==> src/core/touch_pkg.sv <==
// Purpose: shared constants and types of the touch key readout block
// Assumes: 32-bit AHB-Lite register bus, one word per register
// Notes:   register index times four is the byte address
package touch_pkg;

    // ----------------------------------------------------------------
    // register indices (byte address = index * 4)
    // ----------------------------------------------------------------
    localparam logic [7:0] IDX_IE_MAIN    = 8'ha8;
    localparam logic [7:0] IDX_IE_EXTRA   = 8'ha9;
    localparam logic [7:0] IDX_SHARED     = 8'haa;
    localparam logic [7:0] IDX_CONV_HIGH  = 8'hab;
    localparam logic [7:0] IDX_COUNT_LOW  = 8'hac;
    localparam logic [7:0] IDX_TRIM       = 8'had;
    localparam logic [7:0] IDX_CONTROL    = 8'hae;
    localparam logic [7:0] IDX_REF_LOW    = 8'hb4;
    localparam logic [7:0] IDX_IRQ_STATUS = 8'hb8;
    localparam logic [7:0] IDX_IRQ_MASK   = 8'hb9;

    // ----------------------------------------------------------------
    // field positions
    // ----------------------------------------------------------------
    localparam int CTRL_PD_BIT     = 7;
    localparam int CTRL_EOC_BIT    = 6;
    localparam int IE_GLOBAL_BIT   = 7;
    localparam int EXTRA_CONV_BIT  = 3;
    localparam int STAT_TOUCH_BIT  = 0;
    localparam int STAT_CONV_BIT   = 1;
    localparam int TRIM_W          = 7;
    localparam int CHS_W           = 4;
    localparam int COUNT_W         = 12;
    localparam int REF_W           = 8;
    localparam int STAT_W          = 2;

    // ----------------------------------------------------------------
    // reset values and codes
    // ----------------------------------------------------------------
    localparam logic              PD_RESET      = 1'b1;
    localparam logic [TRIM_W-1:0] TRIM_RESET    = 7'h40;
    localparam logic [CHS_W-1:0]  CHS_RESET     = 4'hf;
    localparam logic [CHS_W-1:0]  CHS_REFERENCE = 4'hf;
    localparam logic [REF_W-1:0]  REF_RESET     = 8'hff;
    localparam logic [1:0]        HTRANS_NONSEQ = 2'b10;
    localparam logic              HRESP_OKAY    = 1'b0;

    // ----------------------------------------------------------------
    // timing: one reference count step lasts REF_TICK_NS
    // ----------------------------------------------------------------
    localparam int CLK_PERIOD_NS   = 10;
    localparam int REF_TICK_NS     = 80;
    localparam int REF_TICK_CYCLES =
        (REF_TICK_NS + CLK_PERIOD_NS - 1) / CLK_PERIOD_NS;

    // measurement engine states
    typedef enum logic [1:0] {
        MEAS_IDLE = 2'b01,
        MEAS_RUN  = 2'b10
    } meas_state_t;

endpackage : touch_pkg

==> src/core/touch_counter.sv <==
// Purpose: counts oscillator edges of one touch pad over a timed window
// Assumes: osc is a synchronous level, window = (ref+1) reference steps
// Notes:   count saturates, never wraps
`timescale 1ns/1ps
module touch_counter #(
    parameter int CNT_W = touch_pkg::COUNT_W,
    parameter int RW    = touch_pkg::REF_W
) (
    // clock and reset
    input  wire logic             hclk,
    input  wire logic             hresetn,
    // control
    input  wire logic             start,
    input  wire logic             abort,
    input  wire logic [RW-1:0]    ref_count,
    // oscillator of selected pad
    input  wire logic             osc,
    // result
    output logic      [CNT_W-1:0] count,
    output logic                  done,
    output logic                  busy
);
    import touch_pkg::*;

    localparam int TICK_W = $clog2(REF_TICK_CYCLES + 1);
    localparam logic [TICK_W-1:0] TICK_LAST =
        TICK_W'(REF_TICK_CYCLES - 1);

    meas_state_t       state, next_state;
    logic [RW-1:0]     ref_left, next_ref_left;
    logic [TICK_W-1:0] tick, next_tick;
    logic [CNT_W-1:0]  next_count;
    logic              osc_prev, next_done;

    // next-state of the measurement window
    always_comb begin
        next_state    = state;
        next_ref_left = ref_left;
        next_tick     = tick;
        next_count    = count;
        next_done     = 1'b0;
        case (state)
            MEAS_IDLE: begin
                if (start) begin
                    next_state    = MEAS_RUN;
                    next_ref_left = ref_count;
                    next_tick     = '0;
                    next_count    = '0;
                end
            end
            MEAS_RUN: begin
                // power-down ends a window early without done; the partial count is held
                if (abort) begin
                    next_state = MEAS_IDLE;
                end else begin
                    if (osc && !osc_prev && count != '1)
                        next_count = count + CNT_W'(1);
                    if (tick == TICK_LAST) begin
                        next_tick = '0;
                        if (ref_left == '0) begin
                            next_state = MEAS_IDLE;
                            next_done  = 1'b1;
                        end else begin
                            next_ref_left = ref_left - RW'(1);
                        end
                    end else begin
                        next_tick = tick + TICK_W'(1);
                    end
                end
            end
            default: next_state = MEAS_IDLE;
        endcase
    end

    always_ff @(posedge hclk or negedge hresetn) begin
        if (!hresetn) begin
            state    <= MEAS_IDLE;
            ref_left <= '0;
            tick     <= '0;
            count    <= '0;
            done     <= 1'b0;
            osc_prev <= 1'b0;
        end else begin
            state    <= next_state;
            ref_left <= next_ref_left;
            tick     <= next_tick;
            count    <= next_count;
            done     <= next_done;
            osc_prev <= osc;
        end
    end

    assign busy = (state == MEAS_RUN);
endmodule : touch_counter

==> src/core/touch_key_adc_readout.sv <==
// Purpose: register readout of the touch key unit and ADC result
// Assumes: AHB-Lite slave, zero wait states, single word transfers
// Notes:   status bits clear on read; ADC converter sits outside
`timescale 1ns/1ps

// Summary of operation
// power-down bit, reset 1, stops measuring
// end flag 0 while measuring, reset 1
// codes 0-14 pick pads, 15 reference key
// touch count bits 11-8 in shared low nibble
// touch count bits 7-0 in own register
// ADC bits 11-4 in high register
// ADC bits 3-0 in shared high nibble
// trim, reset 40h, drives oscillator capacitor
// firmware tunes trim to reference ratio
// combined enable lets ADC/touch interrupt through
// global enable 0 blocks all requests
// writable reference low byte, reset FFh
// finished measurement raises enabled interrupt
module touch_key_adc_readout #(
    parameter int PADS = 15
) (
    // clock and reset
    input  wire logic                            hclk,
    input  wire logic                            hresetn,
    // ahb-lite slave
    input  wire logic                            hsel,
    input  wire logic [31:0]                     haddr,
    input  wire logic [1:0]                      htrans,
    input  wire logic                            hwrite,
    input  wire logic [2:0]                      hsize,
    input  wire logic [31:0]                     hwdata,
    input  wire logic                            hready,
    output logic      [31:0]                     hrdata,
    output logic                                 hreadyout,
    output logic                                 hresp,
    // touch pads and reference key oscillators
    input  wire logic [PADS-1:0]                 touch_inputs,
    input  wire logic                            ref_key_osc,
    // adc converter result
    input  wire logic [touch_pkg::COUNT_W-1:0]   adc_result,
    input  wire logic                            adc_done,
    // analog controls
    output logic                                 touch_power_down,
    output logic      [touch_pkg::CHS_W-1:0]     touch_channel_select,
    output logic      [touch_pkg::TRIM_W-1:0]    touch_capacitor_trim,
    // interrupt
    output logic                                 irq
);
    import touch_pkg::*;

    // ----------------------------------------------------------------
    // declarations
    // ----------------------------------------------------------------
    logic [7:0]         interrupt_enable_main, next_ie_main;
    logic [7:0]         interrupt_enable_extra, next_ie_extra;
    logic [REF_W-1:0]   touch_reference_count, next_ref;
    logic [STAT_W-1:0]  irq_mask, next_mask;
    logic [STAT_W-1:0]  irq_status, next_status;
    logic [COUNT_W-1:0] adc_data, next_adc_data;
    logic [TRIM_W-1:0]  next_trim;
    logic [CHS_W-1:0]   next_chs;
    logic               next_pd;
    logic               wr_pend, next_wr_pend;
    logic [7:0]         wr_idx, next_wr_idx;
    logic [31:0]        next_hrdata;
    logic [7:0]         rd_byte;
    logic               req, addr_ok, meas_start;
    logic               selected_osc, meas_done, meas_busy;
    logic               touch_conversion_done;
    logic               global_irq_enable, conv_touch_irq_enable;
    logic [STAT_W-1:0]  events, read_clear;
    logic [COUNT_W-1:0] touch_count_value;
    logic [7:0]         idx;

    // ----------------------------------------------------------------
    // bus decode
    // ----------------------------------------------------------------
    // zero wait states, every answer okay
    assign hreadyout = 1'b1;
    assign hresp     = HRESP_OKAY;
    assign req       = hsel && hready && (htrans == HTRANS_NONSEQ);
    assign idx       = haddr[9:2];
    // word aligned, inside the block's window; others read zero
    assign addr_ok   = (haddr[31:10] == '0) && (haddr[1:0] == 2'b00);

    // flag low while a window runs
    assign touch_conversion_done = !meas_busy;
    // enables split out of their registers
    assign global_irq_enable     = interrupt_enable_main[IE_GLOBAL_BIT];
    assign conv_touch_irq_enable = interrupt_enable_extra[EXTRA_CONV_BIT];

    // ----------------------------------------------------------------
    // pad selection and measurement
    // ----------------------------------------------------------------
    // code 15 picks the reference key
    always_comb begin
        if (touch_channel_select == CHS_REFERENCE)
            selected_osc = ref_key_osc;
        else
            selected_osc = touch_inputs[touch_channel_select];
    end

    // start only on a write that clears power-down
    assign meas_start = wr_pend && (wr_idx == IDX_CONTROL)
                        && !hwdata[CTRL_PD_BIT];

    touch_counter #(
        .CNT_W     (COUNT_W),
        .RW        (REF_W)
    ) touch_counter_i (
        .hclk      (hclk),
        .hresetn   (hresetn),
        .start     (meas_start),
        .abort     (touch_power_down),
        .ref_count (touch_reference_count),
        .osc       (selected_osc),
        .count     (touch_count_value),
        .done      (meas_done),
        .busy      (meas_busy)
    );

    // ----------------------------------------------------------------
    // read mux
    // ----------------------------------------------------------------
    // data sampled in address phase, shown in data phase
    always_comb begin
        rd_byte = 8'h00;
        if (!addr_ok) begin
            rd_byte = 8'h00;
        end else if (idx == IDX_IE_MAIN) begin
            rd_byte = interrupt_enable_main;
        end else if (idx == IDX_IE_EXTRA) begin
            rd_byte = interrupt_enable_extra;
        end else if (idx == IDX_SHARED) begin
            // adc low nibble over touch high nibble
            rd_byte = {adc_data[3:0], touch_count_value[11:8]};
        end else if (idx == IDX_CONV_HIGH) begin
            // adc upper byte
            rd_byte = adc_data[11:4];
        end else if (idx == IDX_COUNT_LOW) begin
            // touch lower byte
            rd_byte = touch_count_value[7:0];
        end else if (idx == IDX_TRIM) begin
            rd_byte = {1'b0, touch_capacitor_trim};
        end else if (idx == IDX_CONTROL) begin
            rd_byte = {touch_power_down, touch_conversion_done,
                       2'b00, touch_channel_select};
        end else if (idx == IDX_REF_LOW) begin
            rd_byte = touch_reference_count;
        end else if (idx == IDX_IRQ_STATUS) begin
            rd_byte = {6'h00, irq_status};
        end else if (idx == IDX_IRQ_MASK) begin
            rd_byte = {6'h00, irq_mask};
        end
        next_hrdata = {24'h000000, rd_byte};
    end

    // ----------------------------------------------------------------
    // writable registers
    // ----------------------------------------------------------------
    // write data arrives one cycle after its address phase
    always_comb begin
        next_wr_pend  = req && hwrite && addr_ok;
        next_wr_idx   = idx;
        next_ie_main  = interrupt_enable_main;
        next_ie_extra = interrupt_enable_extra;
        next_trim     = touch_capacitor_trim;
        next_pd       = touch_power_down;
        next_chs      = touch_channel_select;
        next_ref      = touch_reference_count;
        next_mask     = irq_mask;
        if (wr_pend) begin
            if (wr_idx == IDX_IE_MAIN) begin
                next_ie_main = hwdata[7:0];
            end else if (wr_idx == IDX_IE_EXTRA) begin
                next_ie_extra = hwdata[7:0];
            end else if (wr_idx == IDX_TRIM) begin
                // trim goes straight to the capacitor bank
                next_trim = hwdata[TRIM_W-1:0];
            end else if (wr_idx == IDX_CONTROL) begin
                // power-down bit, end flag is read only
                next_pd  = hwdata[CTRL_PD_BIT];
                next_chs = hwdata[CHS_W-1:0];
            end else if (wr_idx == IDX_REF_LOW) begin
                // window length for the next start
                next_ref = hwdata[REF_W-1:0];
            end else if (wr_idx == IDX_IRQ_MASK) begin
                next_mask = hwdata[STAT_W-1:0];
            end
        end
    end

    always_ff @(posedge hclk or negedge hresetn) begin
        if (!hresetn) begin
            wr_pend                <= 1'b0;
            wr_idx                 <= 8'h00;
            interrupt_enable_main  <= 8'h00;
            interrupt_enable_extra <= 8'h00;
            touch_capacitor_trim   <= TRIM_RESET;
            touch_power_down       <= PD_RESET;
            touch_channel_select   <= CHS_RESET;
            touch_reference_count  <= REF_RESET;
            irq_mask               <= '0;
        end else begin
            wr_pend                <= next_wr_pend;
            wr_idx                 <= next_wr_idx;
            interrupt_enable_main  <= next_ie_main;
            interrupt_enable_extra <= next_ie_extra;
            touch_capacitor_trim   <= next_trim;
            touch_power_down       <= next_pd;
            touch_channel_select   <= next_chs;
            touch_reference_count  <= next_ref;
            irq_mask               <= next_mask;
        end
    end

    // ----------------------------------------------------------------
    // status, adc capture, read data
    // ----------------------------------------------------------------
    // set wins over read clear so no event is lost
    always_comb begin
        events        = '0;
        events[STAT_TOUCH_BIT] = meas_done;
        events[STAT_CONV_BIT]  = adc_done;
        read_clear    = (req && !hwrite && addr_ok
                         && idx == IDX_IRQ_STATUS) ? '1 : '0;
        next_status   = (irq_status & ~read_clear) | events;
        next_adc_data = adc_done ? adc_result : adc_data;
    end

    always_ff @(posedge hclk or negedge hresetn) begin
        if (!hresetn) begin
            irq_status <= '0;
            adc_data   <= '0;
            hrdata     <= 32'h00000000;
        end else begin
            irq_status <= next_status;
            adc_data   <= next_adc_data;
            hrdata     <= next_hrdata;
        end
    end

    // gated request line
    assign irq = global_irq_enable && conv_touch_irq_enable
                 && |(irq_status & irq_mask);
endmodule : touch_key_adc_readout

==> config.mk <==
export PLATFORM = sky130hd
export DESIGN_NAME = touch_key_adc_readout
export DESIGN_NICKNAME = d
export VERILOG_FILES = /design/src/core/touch_pkg.sv /design/src/core/touch_counter.sv /design/src/core/touch_key_adc_readout.sv
export SDC_FILE = /design/constraint.sdc
export NUM_CORES = 1
export LEC_CHECK = 0
export BUFFER_PORTS_ARGS = -buffer_cell sky130_fd_sc_hd__buf_2
export CORE_ASPECT_RATIO = 1.2
export CORE_MARGIN = 2
export CORE_UTILIZATION = 34
export DETAILED_ROUTE_END_ITERATION = 8
export HOLD_SLACK_MARGIN = 0.12
export MAX_ROUTING_LAYER = met4
export PLACE_DENSITY = 0.54
export REMOVE_ABC_BUFFERS = 1
export SLEW_MARGIN = 25
export SYNTH_ARGS = -nofsm -noshare
export SYNTH_HDL_FRONTEND = slang
export SYNTH_SLANG_ARGS = --single-unit
==> constraint.sdc <==
create_clock -name hclk -period 2.3 [get_ports hclk]
set_clock_uncertainty 0.2 [all_clocks]
set_input_delay 0.23 -clock hclk [delete_from_list [all_inputs] [get_ports hclk]]
set_output_delay 0.23 -clock hclk [all_outputs]
set_load 0.01 [all_outputs]
==> results.toml, run 1 <==
[status]
run_status = "finished, violations left"
violations = "setup timing"

[setup_path]
crit-reg2reg-launch = "touch_channel_select[0]"
setup.worst_path.class = "flop to flop"
setup.worst_path.start_class = "flop"
timing.critical_path.required_ps = 2370
internal_reg_to_reg_setup_slack_ps = -180
cp_data_arrival_time_ps = 2550
crit_path_max_fanout = 7
worst-r2r-cell-count = 7
crit-reg2reg-capture = "touch_counter_i.count[11]"
worst_setup_path_end_kind = "flop"

[yosys]
post_synth_instance_area_sq_mm = 0.005154
postSynthAreaPerCell_sq_um = 10.43
ys.warnings.count = 0
synth_edf_count = 0
synthDistinctLibCells = 63
synth_sequential_area_ratio_pct = 47.46
synth.top_cells.by_area = "sky130_fd_sc_hd__dfrtp_1 (40%), sky130_fd_sc_hd__mux2_2 (11%), sky130_fd_sc_hd__dfstp_2 (7.6%)"
synth_flop_cell = "sky130_fd_sc_hd__dfrtp_1"
async_reset_ff_share_pct = 100.0
synthDominantCellAreaShare_pct = 39.82
synthCells = 494
synth_area_leader_cell = "sky130_fd_sc_hd__dfrtp_1"
synth_seq_cells = 97

[layout]
n_antenna_cell = 0
layoutNonFillerInstCount = 892
commonest_non_fill_non_tap_cells_in_the_layout = "sky130_fd_sc_hd__buf_2 (95), sky130_fd_sc_hd__dfrtp_1 (82), sky130_fd_sc_hd__buf_4 (67), sky130_fd_sc_hd__mux2_2 (49), sky130_fd_sc_hd__nand2_1 (39)"
multi_input_area_sq_mm = 0.002575
area.sequential_sq_mm = 0.002446
final_core_util_pct = 47.27
filler_cell_count = 1390
final_common_cell = "sky130_fd_sc_hd__buf_2"
syn2layout_area_growth_pct = 36.64
drive_above_1_share_pct = 41.28
layout.nets = 789

[floorplan]
die_height_um = 138.9
placement_rows = 49
pin_count = 150
floorplan.initialDensity_pct = 34.59
die_w_um = 116.4
die_area_sq_mm = 0.01616
core_region_area_sq_mm = 0.01490

[power_and_ir_drop]
p_total_mw = 3.875
proportion_of_power_drawn_by_the_clock_network_pct = 44.3
swShare_pct = 22.41
power_frac_comb_pct = 9.1
switchingPower_mw = 0.8686
cell_internal_pwr_mw = 3.006
p_leak_nw = 3.185
ir_worst_vdd_uv = 320.6
power.share.sequential_pct = 46.6
power_density_mw_per_mm2 = 550.3

[timing]
timing_max_transition_violations_final = 0
rsz0062_at_grt = "yes"
crit_share_post_route_pct = 107.9
timing_worst_slew_pin_value_ps = 515.0
final_hold_slack_ps = 124.1
fmax_mhz = 402.9
worst_slack_ps = -181.8
final-hold-violation-count = 0
period_needed_ps = 2482
max_slew_margin_pct = 65.59
final-setup-viol-count = 12

[clocking]
cts_num_sinks = 97
cts.path.max_buffers = 2
insertion_delay_ps = 340
ctsHtreeMaxLevel = 3
cts_tree = "yes"
cts_buffers = 9
clock_root_buffer = "sky130_fd_sc_hd__clkbuf_16"
path_clk_slew_ps = 70

[detailed_routing]
detail_route.first_pass.iterations = 5
detail_route.drc_violations = 0
detailroute.wirelength.met2_um = 7829
postRouteAntennaNets = 0
detailroute.wirelength.met3_um = 572
avgViaCountPerCell = 5.143
detail_route.wirelength_um = 15060
route.layer.met1.wl_um = 6353
num_vias = 4588
top_layer = "met4"
drt_iter0_markers = 236
average_wire_per_standard_cell_um = 16.89

[place]
finalWeightedCongestion = 0.8866
place_inst = 833
placement.setup.worst_slack_ps = -332.4
numPortBuffers = 96
detailedPlacementHpwl_um = 11180

[flow_run]
max-cap-violations = 0

[grt]
first_global_vias = 4602
antenna_found_initial = 0
maximum_number_of_pins_on_one_net_before_global_route_repair = 47
track_usage_pct = 19.75
grt_overflow_total = 0
first_pass_grt_wire_length_um = 24040

[worst_hold_path]
timing.hold.worst_path_depth = 6
worst_hold_startpoint = "haddr[21]"
worst_hold_path.endpoint = "hrdata[5]"
min-delay-path-class = "primary input to flop"
-- synthesized netlist by cell type (all sizes together), types with 10 or more instances --
library cell	number
mux2i	10
buf	35
clkbuf	12
inv	13
dfstp	15
nor2	30
mux2	53
nand2	40
nor3	12
a21oi	22
dfrtp	82
o21ai	27
nand4	11
-- cell families after synthesis --
group,Yosys count,synth area share (%)
compound gates,99,12.79
fa+ha+maj,3,0.7284
simple gates,166,17.41
mux,64,13.96
xor+xnor,3,0.5099
flops,97,47.46
buf+inv,60,6.992
other cells,2,0.1457
-- repair_timing --
action / CTS / global route
gates cloned: 1 / 1
pin swaps: 5 / 14
endpoints found under the hold margin: 141 / 0
buffers inserted: 5 / 6
resized for setup: 5 / 36
endpoints found under the setup margin: 20 / 22
hold buffers: 31 / 0
-- critical path, cell delays in order, from the launching register on --
cell and delay [ps]:
sky130_fd_sc_hd__dfstp_2 560, sky130_fd_sc_hd__buf_12 120, sky130_fd_sc_hd__mux2i_1 80, sky130_fd_sc_hd__o41a_1 350, sky130_fd_sc_hd__o2111a_2 180, sky130_fd_sc_hd__or2_4 280, sky130_fd_sc_hd__or4_4 520, sky130_fd_sc_hd__a21oi_2 120
-- layer usage --
layer	up-vias	GRT usage, %
li1	2132	-
met1	2278	24.78
met2	153	32.56
met3	25	2.797
met4	0	6.642
met5	-	-
-- final cells by class --
class / count / share of cell area (%)
Timing Repair Buffer: 199 / 19.51
Multi-Input combinational cell: 363 / 36.57
Sequential cell: 97 / 34.74
Inverter: 13 / 0.6930
Tap cell: 204 / 3.625
Clock inverter: 7 / 1.670
Clock buffer: 9 / 3.198
-- registers in the layout, summed over array words and instances, names as in the netlist, 7 cells and up --
name                      cells
touch_counter_i.count        12
hrdata                        8
wr_idx                        8
adc_data                     12
touch_capacitor_trim          7
interrupt_enable_extra        8
touch_reference_count         8
touch_counter_i.ref_left      8
interrupt_enable_main         8
-- power by group through the flow --
stage	combinational (mW)	clock [mW]	sequential (mW)
2_1_floorplan	0.122	0	1.82
3_3_place_gp	0.302	0	1.83
3_5_place_dp	0.309	0	1.83
4_1_cts	0.348	1.76	1.80
5_1_grt	0.393	1.82	1.81
6_report	0.352	1.72	1.80
-- per-stage QoR --
| stage | instance area, sq um | TNS, ps |
|---|---|---|
| floorplan | 4932 | -442.2 |
| global placement | 6148 | -3577 |
| detailed placement | 6148 | -4229 |
| CTS | 6873 | -1088 |
| global route | 7042 | -2502 |
| finish | 7042 | -1693 |
-- worst max-delay path by stage --
stage / from / to / slack, ps / cells past startpoint
after floorplan: touch_channel_select[1] / touch_counter_i.count[11] / -110 / 6
after global placement: touch_channel_select[0] / touch_counter_i.count[9] / -220 / 6
after detailed placement: touch_counter_i.state[0] / touch_counter_i.ref_left[4] / -330 / 6
after CTS: touch_channel_select[0] / touch_counter_i.count[11] / -110 / 7
after global routing: touch_channel_select[0] / touch_counter_i.count[3] / -260 / 8
final: touch_channel_select[0] / touch_counter_i.count[11] / -180 / 7
(Power assumes the default switching activity.)
==> inputs of run 2 (changes only) <==
--- a/config.mk
+++ b/config.mk
@@ -14,7 +14,8 @@
 export MAX_ROUTING_LAYER = met4
 export PLACE_DENSITY = 0.54
 export REMOVE_ABC_BUFFERS = 1
-export SLEW_MARGIN = 25
+export SLEW_MARGIN = 5
 export SYNTH_ARGS = -nofsm -noshare
 export SYNTH_HDL_FRONTEND = slang
+export SYNTH_HIERARCHICAL = 1
 export SYNTH_SLANG_ARGS = --single-unit
==> results.toml, run 2 <==
[yosys]
synth_area_leader_cell = "sky130_fd_sc_hd__dfrtp_1"
yosys-mux-area-fraction_pct = 17.98
synth_flop_cell = "sky130_fd_sc_hd__dfrtp_1"
async_reset_ff_share_pct = 100.0
synth_seq_cells = 97
post_synth_instance_area_sq_mm = 0.005199
synthDistinctLibCells = 68
synth_edf_count = 0
postSynthAreaPerCell_sq_um = 11.16
synth_compound_gate_area_share_pct = 11.38
synthDominantCellAreaShare_pct = 39.47
synth_commonest_cells = "sky130_fd_sc_hd__dfrtp_1 (82), sky130_fd_sc_hd__mux2_2 (43), sky130_fd_sc_hd__buf_4 (26), sky130_fd_sc_hd__nand2_1 (26), sky130_fd_sc_hd__nor2_1 (21)"
synth_sequential_area_ratio_pct = 47.05
synth.top_cells.by_area = "sky130_fd_sc_hd__dfrtp_1 (39%), sky130_fd_sc_hd__mux2_2 (9.3%), sky130_fd_sc_hd__dfstp_2 (7.6%)"
synth-xor-area-share_pct = 0.1685
ys.warnings.count = 6
largest_family_of_logic_cells_by_synthesized_area = "multiplexers"
synthAdderAreaFrac_pct = 0.9627
synthCells = 466
yosys.cell_count.top_type = "sky130_fd_sc_hd__dfrtp_1"
yosys.area_share.simple_pct = 16.27

[detailed_routing]
avgViaCountPerCell = 5.206
average_wire_per_standard_cell_um = 17.93
detail_route.first_pass.iterations = 4
postRouteAntennaNets = 0
num_vias = 4378
drt_iter0_markers = 240
detail_route.wirelength_um = 15080
detail_route.drc_violations = 0

[layout]
layoutNonFillerInstCount = 841
filler_cell_count = 1453
syn2layout_area_growth_pct = 31.50
final_common_cell = "sky130_fd_sc_hd__buf_2"
biggestRegsByFlops = "adc_data x12, touch_counter_i/count x12"
commonest_non_fill_non_tap_cells_in_the_layout = "sky130_fd_sc_hd__buf_2 (95), sky130_fd_sc_hd__dfrtp_1 (82), sky130_fd_sc_hd__mux2_2 (43), sky130_fd_sc_hd__buf_4 (38), sky130_fd_sc_hd__dlygate4sd3_1 (36)"
drive_above_1_share_pct = 39.09
layout.nets = 739
n_antenna_cell = 0

[clocking]
cts_buffers = 9
cts_tree = "yes"
insertion_delay_ps = 350
clock_root_buffer = "sky130_fd_sc_hd__clkbuf_16"
path_clk_slew_ps = 70
ctsHtreeMaxLevel = 3
cts_num_sinks = 97
cts.path.max_buffers = 2

[setup_path]
timing.critical_path.required_ps = 2320
crit_path_max_fanout = 5
setup.worst_path.start_class = "flop"
cp_data_arrival_time_ps = 2560
worst_setup_path_end_kind = "flop"
setup.worst_path.class = "flop to flop"

[worst_hold_path]
min-delay-path-class = "primary input to flop"

[floorplan]
core_region_area_sq_mm = 0.01496
placement_rows = 49
die_w_um = 116.9
die_area_sq_mm = 0.01630
floorplan.initialDensity_pct = 34.75
pin_count = 150
die_height_um = 139.5

[timing]
final-hold-violation-count = 0
crit_share_post_route_pct = 110.5
fmax_mhz = 393.3
timing_max_transition_violations_final = 0
finalSetupTns_ps = -2478
final-setup-viol-count = 12
worst_slack_ps = -242.6
period_needed_ps = 2543
rsz0062_at_grt = "yes"

[grt]
antenna_found_initial = 0
maximum_number_of_pins_on_one_net_before_global_route_repair = 44
grt_overflow_total = 0
track_usage_pct = 19.71
first_pass_grt_wire_length_um = 23890
first_global_vias = 4476

[place]
numPortBuffers = 96
detailedPlacementHpwl_um = 11310
place_inst = 786
finalWeightedCongestion = 0.8926

[power_and_ir_drop]
power_density_mw_per_mm2 = 583.1
ir_worst_vdd_uv = 438.1
p_leak_nw = 3.099

[flow_run]
max-cap-violations = 0

[status]
run_status = "finished, violations left"
violations = "setup timing"
## run 2: changes by cell type in the layout (fill, tap and decap cells not counted), moves of 5 or more
cell	previous run	this run
sky130_fd_sc_hd__buf_4	67	38
sky130_fd_sc_hd__nand2_1	39	25
sky130_fd_sc_hd__o21ai_0	21	9
sky130_fd_sc_hd__a31oi_1	1	10
sky130_fd_sc_hd__nor2_1	27	18
sky130_fd_sc_hd__mux2_4	1	8
sky130_fd_sc_hd__mux4_2	1	8
sky130_fd_sc_hd__mux2_2	49	43
sky130_fd_sc_hd__nand2b_1	9	3
sky130_fd_sc_hd__dlygate4sd3_1	31	36
sky130_fd_sc_hd__mux2i_1	10	15
sky130_fd_sc_hd__nand3_1	9	14
sky130_fd_sc_hd__nand4_1	10	5
sky130_fd_sc_hd__nor4_1	8	13
## run 2: stage by stage
| step | setup slack, ps | total power [mW] | util [%] | hold WS, ps | instance area [sq um] |
|---|---|---|---|---|---|
| finish | -242.6 | 3.987 | 45.70 | 130.8 | 6837 |
| global route | -309.3 | 4.160 | 45.70 | 168.7 | 6837 |
| CTS | -221.4 | 4.028 | 45.30 | 120.4 | 6777 |
| detailed placement | -423.2 | 2.386 | 40.57 | 24.70 | 6068 |
| global placement | -339.0 | 2.369 | 40.57 | 16.20 | 6068 |
| floorplan | -372.5 | 2.104 | - | -265.6 | 5020 |
## run 2: area by class of cell
cell class	instances	area, sq um	area share [%]
Tap cell	204	255.2	3.734
Timing Repair Buffer	173	1184	17.31
Sequential cell	97	2446	35.78
Clock buffer	9	225.2	3.294
Inverter	12	45.04	0.6589
Clock inverter	7	91.34	1.336
Multi-Input combinational cell	339	2590	37.88
## run 2: report_power, final
part | total, mW | internal [mW] | switching (mW)
clock network | 1.58 | 0.866 | 0.711
registers | 1.88 | 1.79 | 0.0884
logic | 0.530 | 0.263 | 0.266
total | 3.99 | 2.92 | 1.07
## run 2: repair_timing
action	CTS	global route
setup buffers	0	3
hold endpoints to repair	147	0
hold buffers	36	0
setup endpoints to repair	18	26
resized for setup	9	10
pin swaps	10	7
## run 2: path summary, 6_finish.rpt
| kind | startpoint | end | slack (ps) | cells past startpoint |
|---|---|---|---|---|
| worst max-delay path | touch_channel_select[0] | touch_counter_i/count[9] | -240 | 7 |
| worst min-delay path | haddr[26] | hrdata[1] | 130 | 6 |
| worst max register to register | touch_channel_select[0] | touch_counter_i/count[9] | -240 | 7 |
| worst min register to register | touch_counter_i/done | irq_status[0] | 250 | 1 |
| max in group asynchronous | hresetn | irq_status[1] | 950 | 4 |
| min in group asynchronous | hresetn | adc_data[10] | 170 | 2 |
## run 2: kinds of logic (layout without fill, tap and decap cells)
family | Yosys count | count (layout)
multiplexers | 74 | 74
other | 2 | 26
flip-flops | 97 | 97
AND/OR/NAND/NOR | 147 | 147
buffers and inverters | 54 | 201
adder cells (fa/ha/maj) | 4 | 4
AO/OA/AOI/OAI | 87 | 87
XOR/XNOR | 1 | 1
## run 2: worst max-delay path: stages (launching register included)
cell and delay (ps):
sky130_fd_sc_hd__dfstp_2 610, sky130_fd_sc_hd__mux4_2 510, sky130_fd_sc_hd__mux4_2 530, sky130_fd_sc_hd__nand2b_4 110
sky130_fd_sc_hd__or2_4 160, sky130_fd_sc_hd__buf_6 100, sky130_fd_sc_hd__or3_1 100, sky130_fd_sc_hd__a31oi_1 80
## run 2: routing by layer
layer	GRT usage, %	vias up	part of all wire (%)
li1	-	2052	-
met1	25.23	2161	43
met2	31.67	141	50
met3	2.831	24	4.3
met4	7.183	0	2.4
met5	-	-	0
==> inputs of run 3 (changes only) <==
--- a/config.mk
+++ b/config.mk
@@ -11,7 +11,6 @@
 export CORE_UTILIZATION = 34
 export DETAILED_ROUTE_END_ITERATION = 8
 export HOLD_SLACK_MARGIN = 0.12
-export MAX_ROUTING_LAYER = met4
 export PLACE_DENSITY = 0.54
 export REMOVE_ABC_BUFFERS = 1
 export SLEW_MARGIN = 5
==> results.toml, run 3 (synthesis results as in run 2) <==
[power_and_ir_drop]
proportion_of_power_drawn_by_the_clock_network_pct = 38.3
p_leak_nw = 3.083
power_frac_comb_pct = 13.5
ir_worst_vdd_uv = 353.6
power_density_mw_per_mm2 = 575.2
switchingPower_mw = 1.070
cell_internal_pwr_mw = 2.836
swShare_pct = 27.39
power.share.sequential_pct = 48.2

[place]
numPortBuffers = 96
finalWeightedCongestion = 0.8804
detailedPlacementHpwl_um = 11130
placement.setup.worst_slack_ps = -418.8

[timing]
period_needed_ps = 2579
fmax_mhz = 387.7
worst_slack_ps = -279.1
final-hold-violation-count = 0
crit_share_post_route_pct = 112.1
final-setup-viol-count = 12
timing_max_transition_violations_final = 0
rsz0062_at_grt = "yes"

[floorplan]
die_area_sq_mm = 0.01630
pin_count = 150
floorplan.initialDensity_pct = 34.75
core_region_area_sq_mm = 0.01496
placement_rows = 49
die_w_um = 116.9
die_height_um = 139.5

[detailed_routing]
detailroute.wirelength.met2_um = 7378
detail_route.drc_violations = 0
top_layer = "met4"
postRouteAntennaNets = 0
avgViaCountPerCell = 5.199
drt_iter0_markers = 253
num_vias = 4357
detail_route.first_pass.iterations = 4
route.layer.met1.wl_um = 6700
average_wire_per_standard_cell_um = 17.92
detailroute.wirelength.met3_um = 569
detail_route.wirelength_um = 15020

[status]
run_status = "finished, violations left"
violations = "setup timing"

[setup_path]
setup.worst_path.start_class = "flop"
setup.worst_path.class = "flop to flop"
cp_data_arrival_time_ps = 2600
crit_path_max_fanout = 5
worst_setup_path_end_kind = "flop"
timing.critical_path.required_ps = 2320
internal_reg_to_reg_setup_slack_ps = -280

[layout]
layout.nets = 736
final_core_util_pct = 45.39
filler_cell_count = 1437
biggestRegsByFlops = "adc_data x12, touch_counter_i/count x12"
commonest_non_fill_non_tap_cells_in_the_layout = "sky130_fd_sc_hd__buf_2 (95), sky130_fd_sc_hd__dfrtp_1 (82), sky130_fd_sc_hd__mux2_2 (43), sky130_fd_sc_hd__buf_4 (36), sky130_fd_sc_hd__dlygate4sd3_1 (34)"
area.sequential_sq_mm = 0.002446
syn2layout_area_growth_pct = 30.61
multi_input_area_sq_mm = 0.002611
drive_above_1_share_pct = 39.27
n_antenna_cell = 0
final_common_cell = "sky130_fd_sc_hd__buf_2"

[clocking]
cts_tree = "yes"
cts.path.max_buffers = 2
ctsHtreeMaxLevel = 3
cts_num_sinks = 97
insertion_delay_ps = 360
cts_buffers = 9
path_clk_slew_ps = 80
clock_root_buffer = "sky130_fd_sc_hd__clkbuf_16"

[grt]
first_pass_grt_wire_length_um = 24200
track_usage_pct = 19.37
antenna_found_initial = 0
first_global_vias = 4411
grt_overflow_total = 0
maximum_number_of_pins_on_one_net_before_global_route_repair = 51

[worst_hold_path]
min-delay-path-class = "primary input to async pin"

[flow_run]
max-cap-violations = 0
[run 3: cell count changes in the layout (fill, tap and decap cells not counted), moves of 2 or more]
cell,before,now
sky130_fd_sc_hd__buf_4,38,36
sky130_fd_sc_hd__clkinv_4,3,1
sky130_fd_sc_hd__dlygate4sd3_1,36,34
sky130_fd_sc_hd__inv_6,0,3
[run 3: power groups by stage]
stage	Clock, mW	Sequential (mW)	Combinational [mW]
after floorplan	0	1.89	0.210
after global placement	0	1.91	0.456
after detailed placement	0	1.91	0.467
after CTS	1.53	1.88	0.517
after global routing	1.61	1.89	0.584
final	1.50	1.88	0.528
[run 3: per-layer routing]
metal | track usage (%) | up-vias
li1 | - | 2040
met1 | 26.36 | 2176
met2 | 31.21 | 118
met3 | 2.613 | 23
met4 | 7.430 | 0
met5 | 0 | -
[run 3: what timing repair did]
| action | CTS | global route |
|---|---|---|
| cloned | 0 | 1 |
| hold buffers | 34 | 0 |
| endpoints found under the setup margin | 17 | 21 |
| resized for setup | 10 | 11 |
| setup buffers | 0 | 4 |
| endpoints found under the hold margin | 150 | 0 |
| pin swaps | 4 | 7 |
[run 3: cell type report]
cell class,instances,area share [%]
clock buffers,10,3.519
clock inverters,6,0.7923
inverters,12,0.6634
multi-input cells,340,38.46
flip-flops and latches,97,36.02
well taps,204,3.759
repair buffers,169,16.79
[run 3: worst paths after layout]
path                                             endpoint  cells past startpoint               startpoint
worst max-delay path             touch_counter_i/count[9]                      7  touch_channel_select[0]
worst min-delay path            interrupt_enable_extra[6]                      2                  hresetn
worst max register to register   touch_counter_i/count[9]                      7  touch_channel_select[0]
worst min register to register              irq_status[0]                      1     touch_counter_i/done
max in group asynchronous        touch_counter_i/state[0]                      3                  hresetn
min in group hclk                                 wr_pend                      3                htrans[1]
[run 3: critical path, stage by stage, from the launching register on]
cell	delay [ps]
sky130_fd_sc_hd__dfstp_2	620
sky130_fd_sc_hd__mux4_2	520
sky130_fd_sc_hd__mux4_2	520
sky130_fd_sc_hd__nand2b_4	110
sky130_fd_sc_hd__or2_4	170
sky130_fd_sc_hd__buf_6	110
sky130_fd_sc_hd__or3_1	100
sky130_fd_sc_hd__a31oi_1	80
[run 3: through the flow]
step	hold WS [ps]	setup TNS, ps	cell area (sq um)	total power [mW]	cells
6_report	140.7	-2742	6790	3.906	838
2_1_floorplan	-265.6	-4134	5020	2.104	448
5_1_grt	165.4	-3893	6790	4.082	838
3_5_place_dp	-32.48	-4594	6033	2.380	783
4_1_cts	127.4	-2706	6701	3.931	833
3_3_place_gp	-33.11	-4040	6033	2.365	783
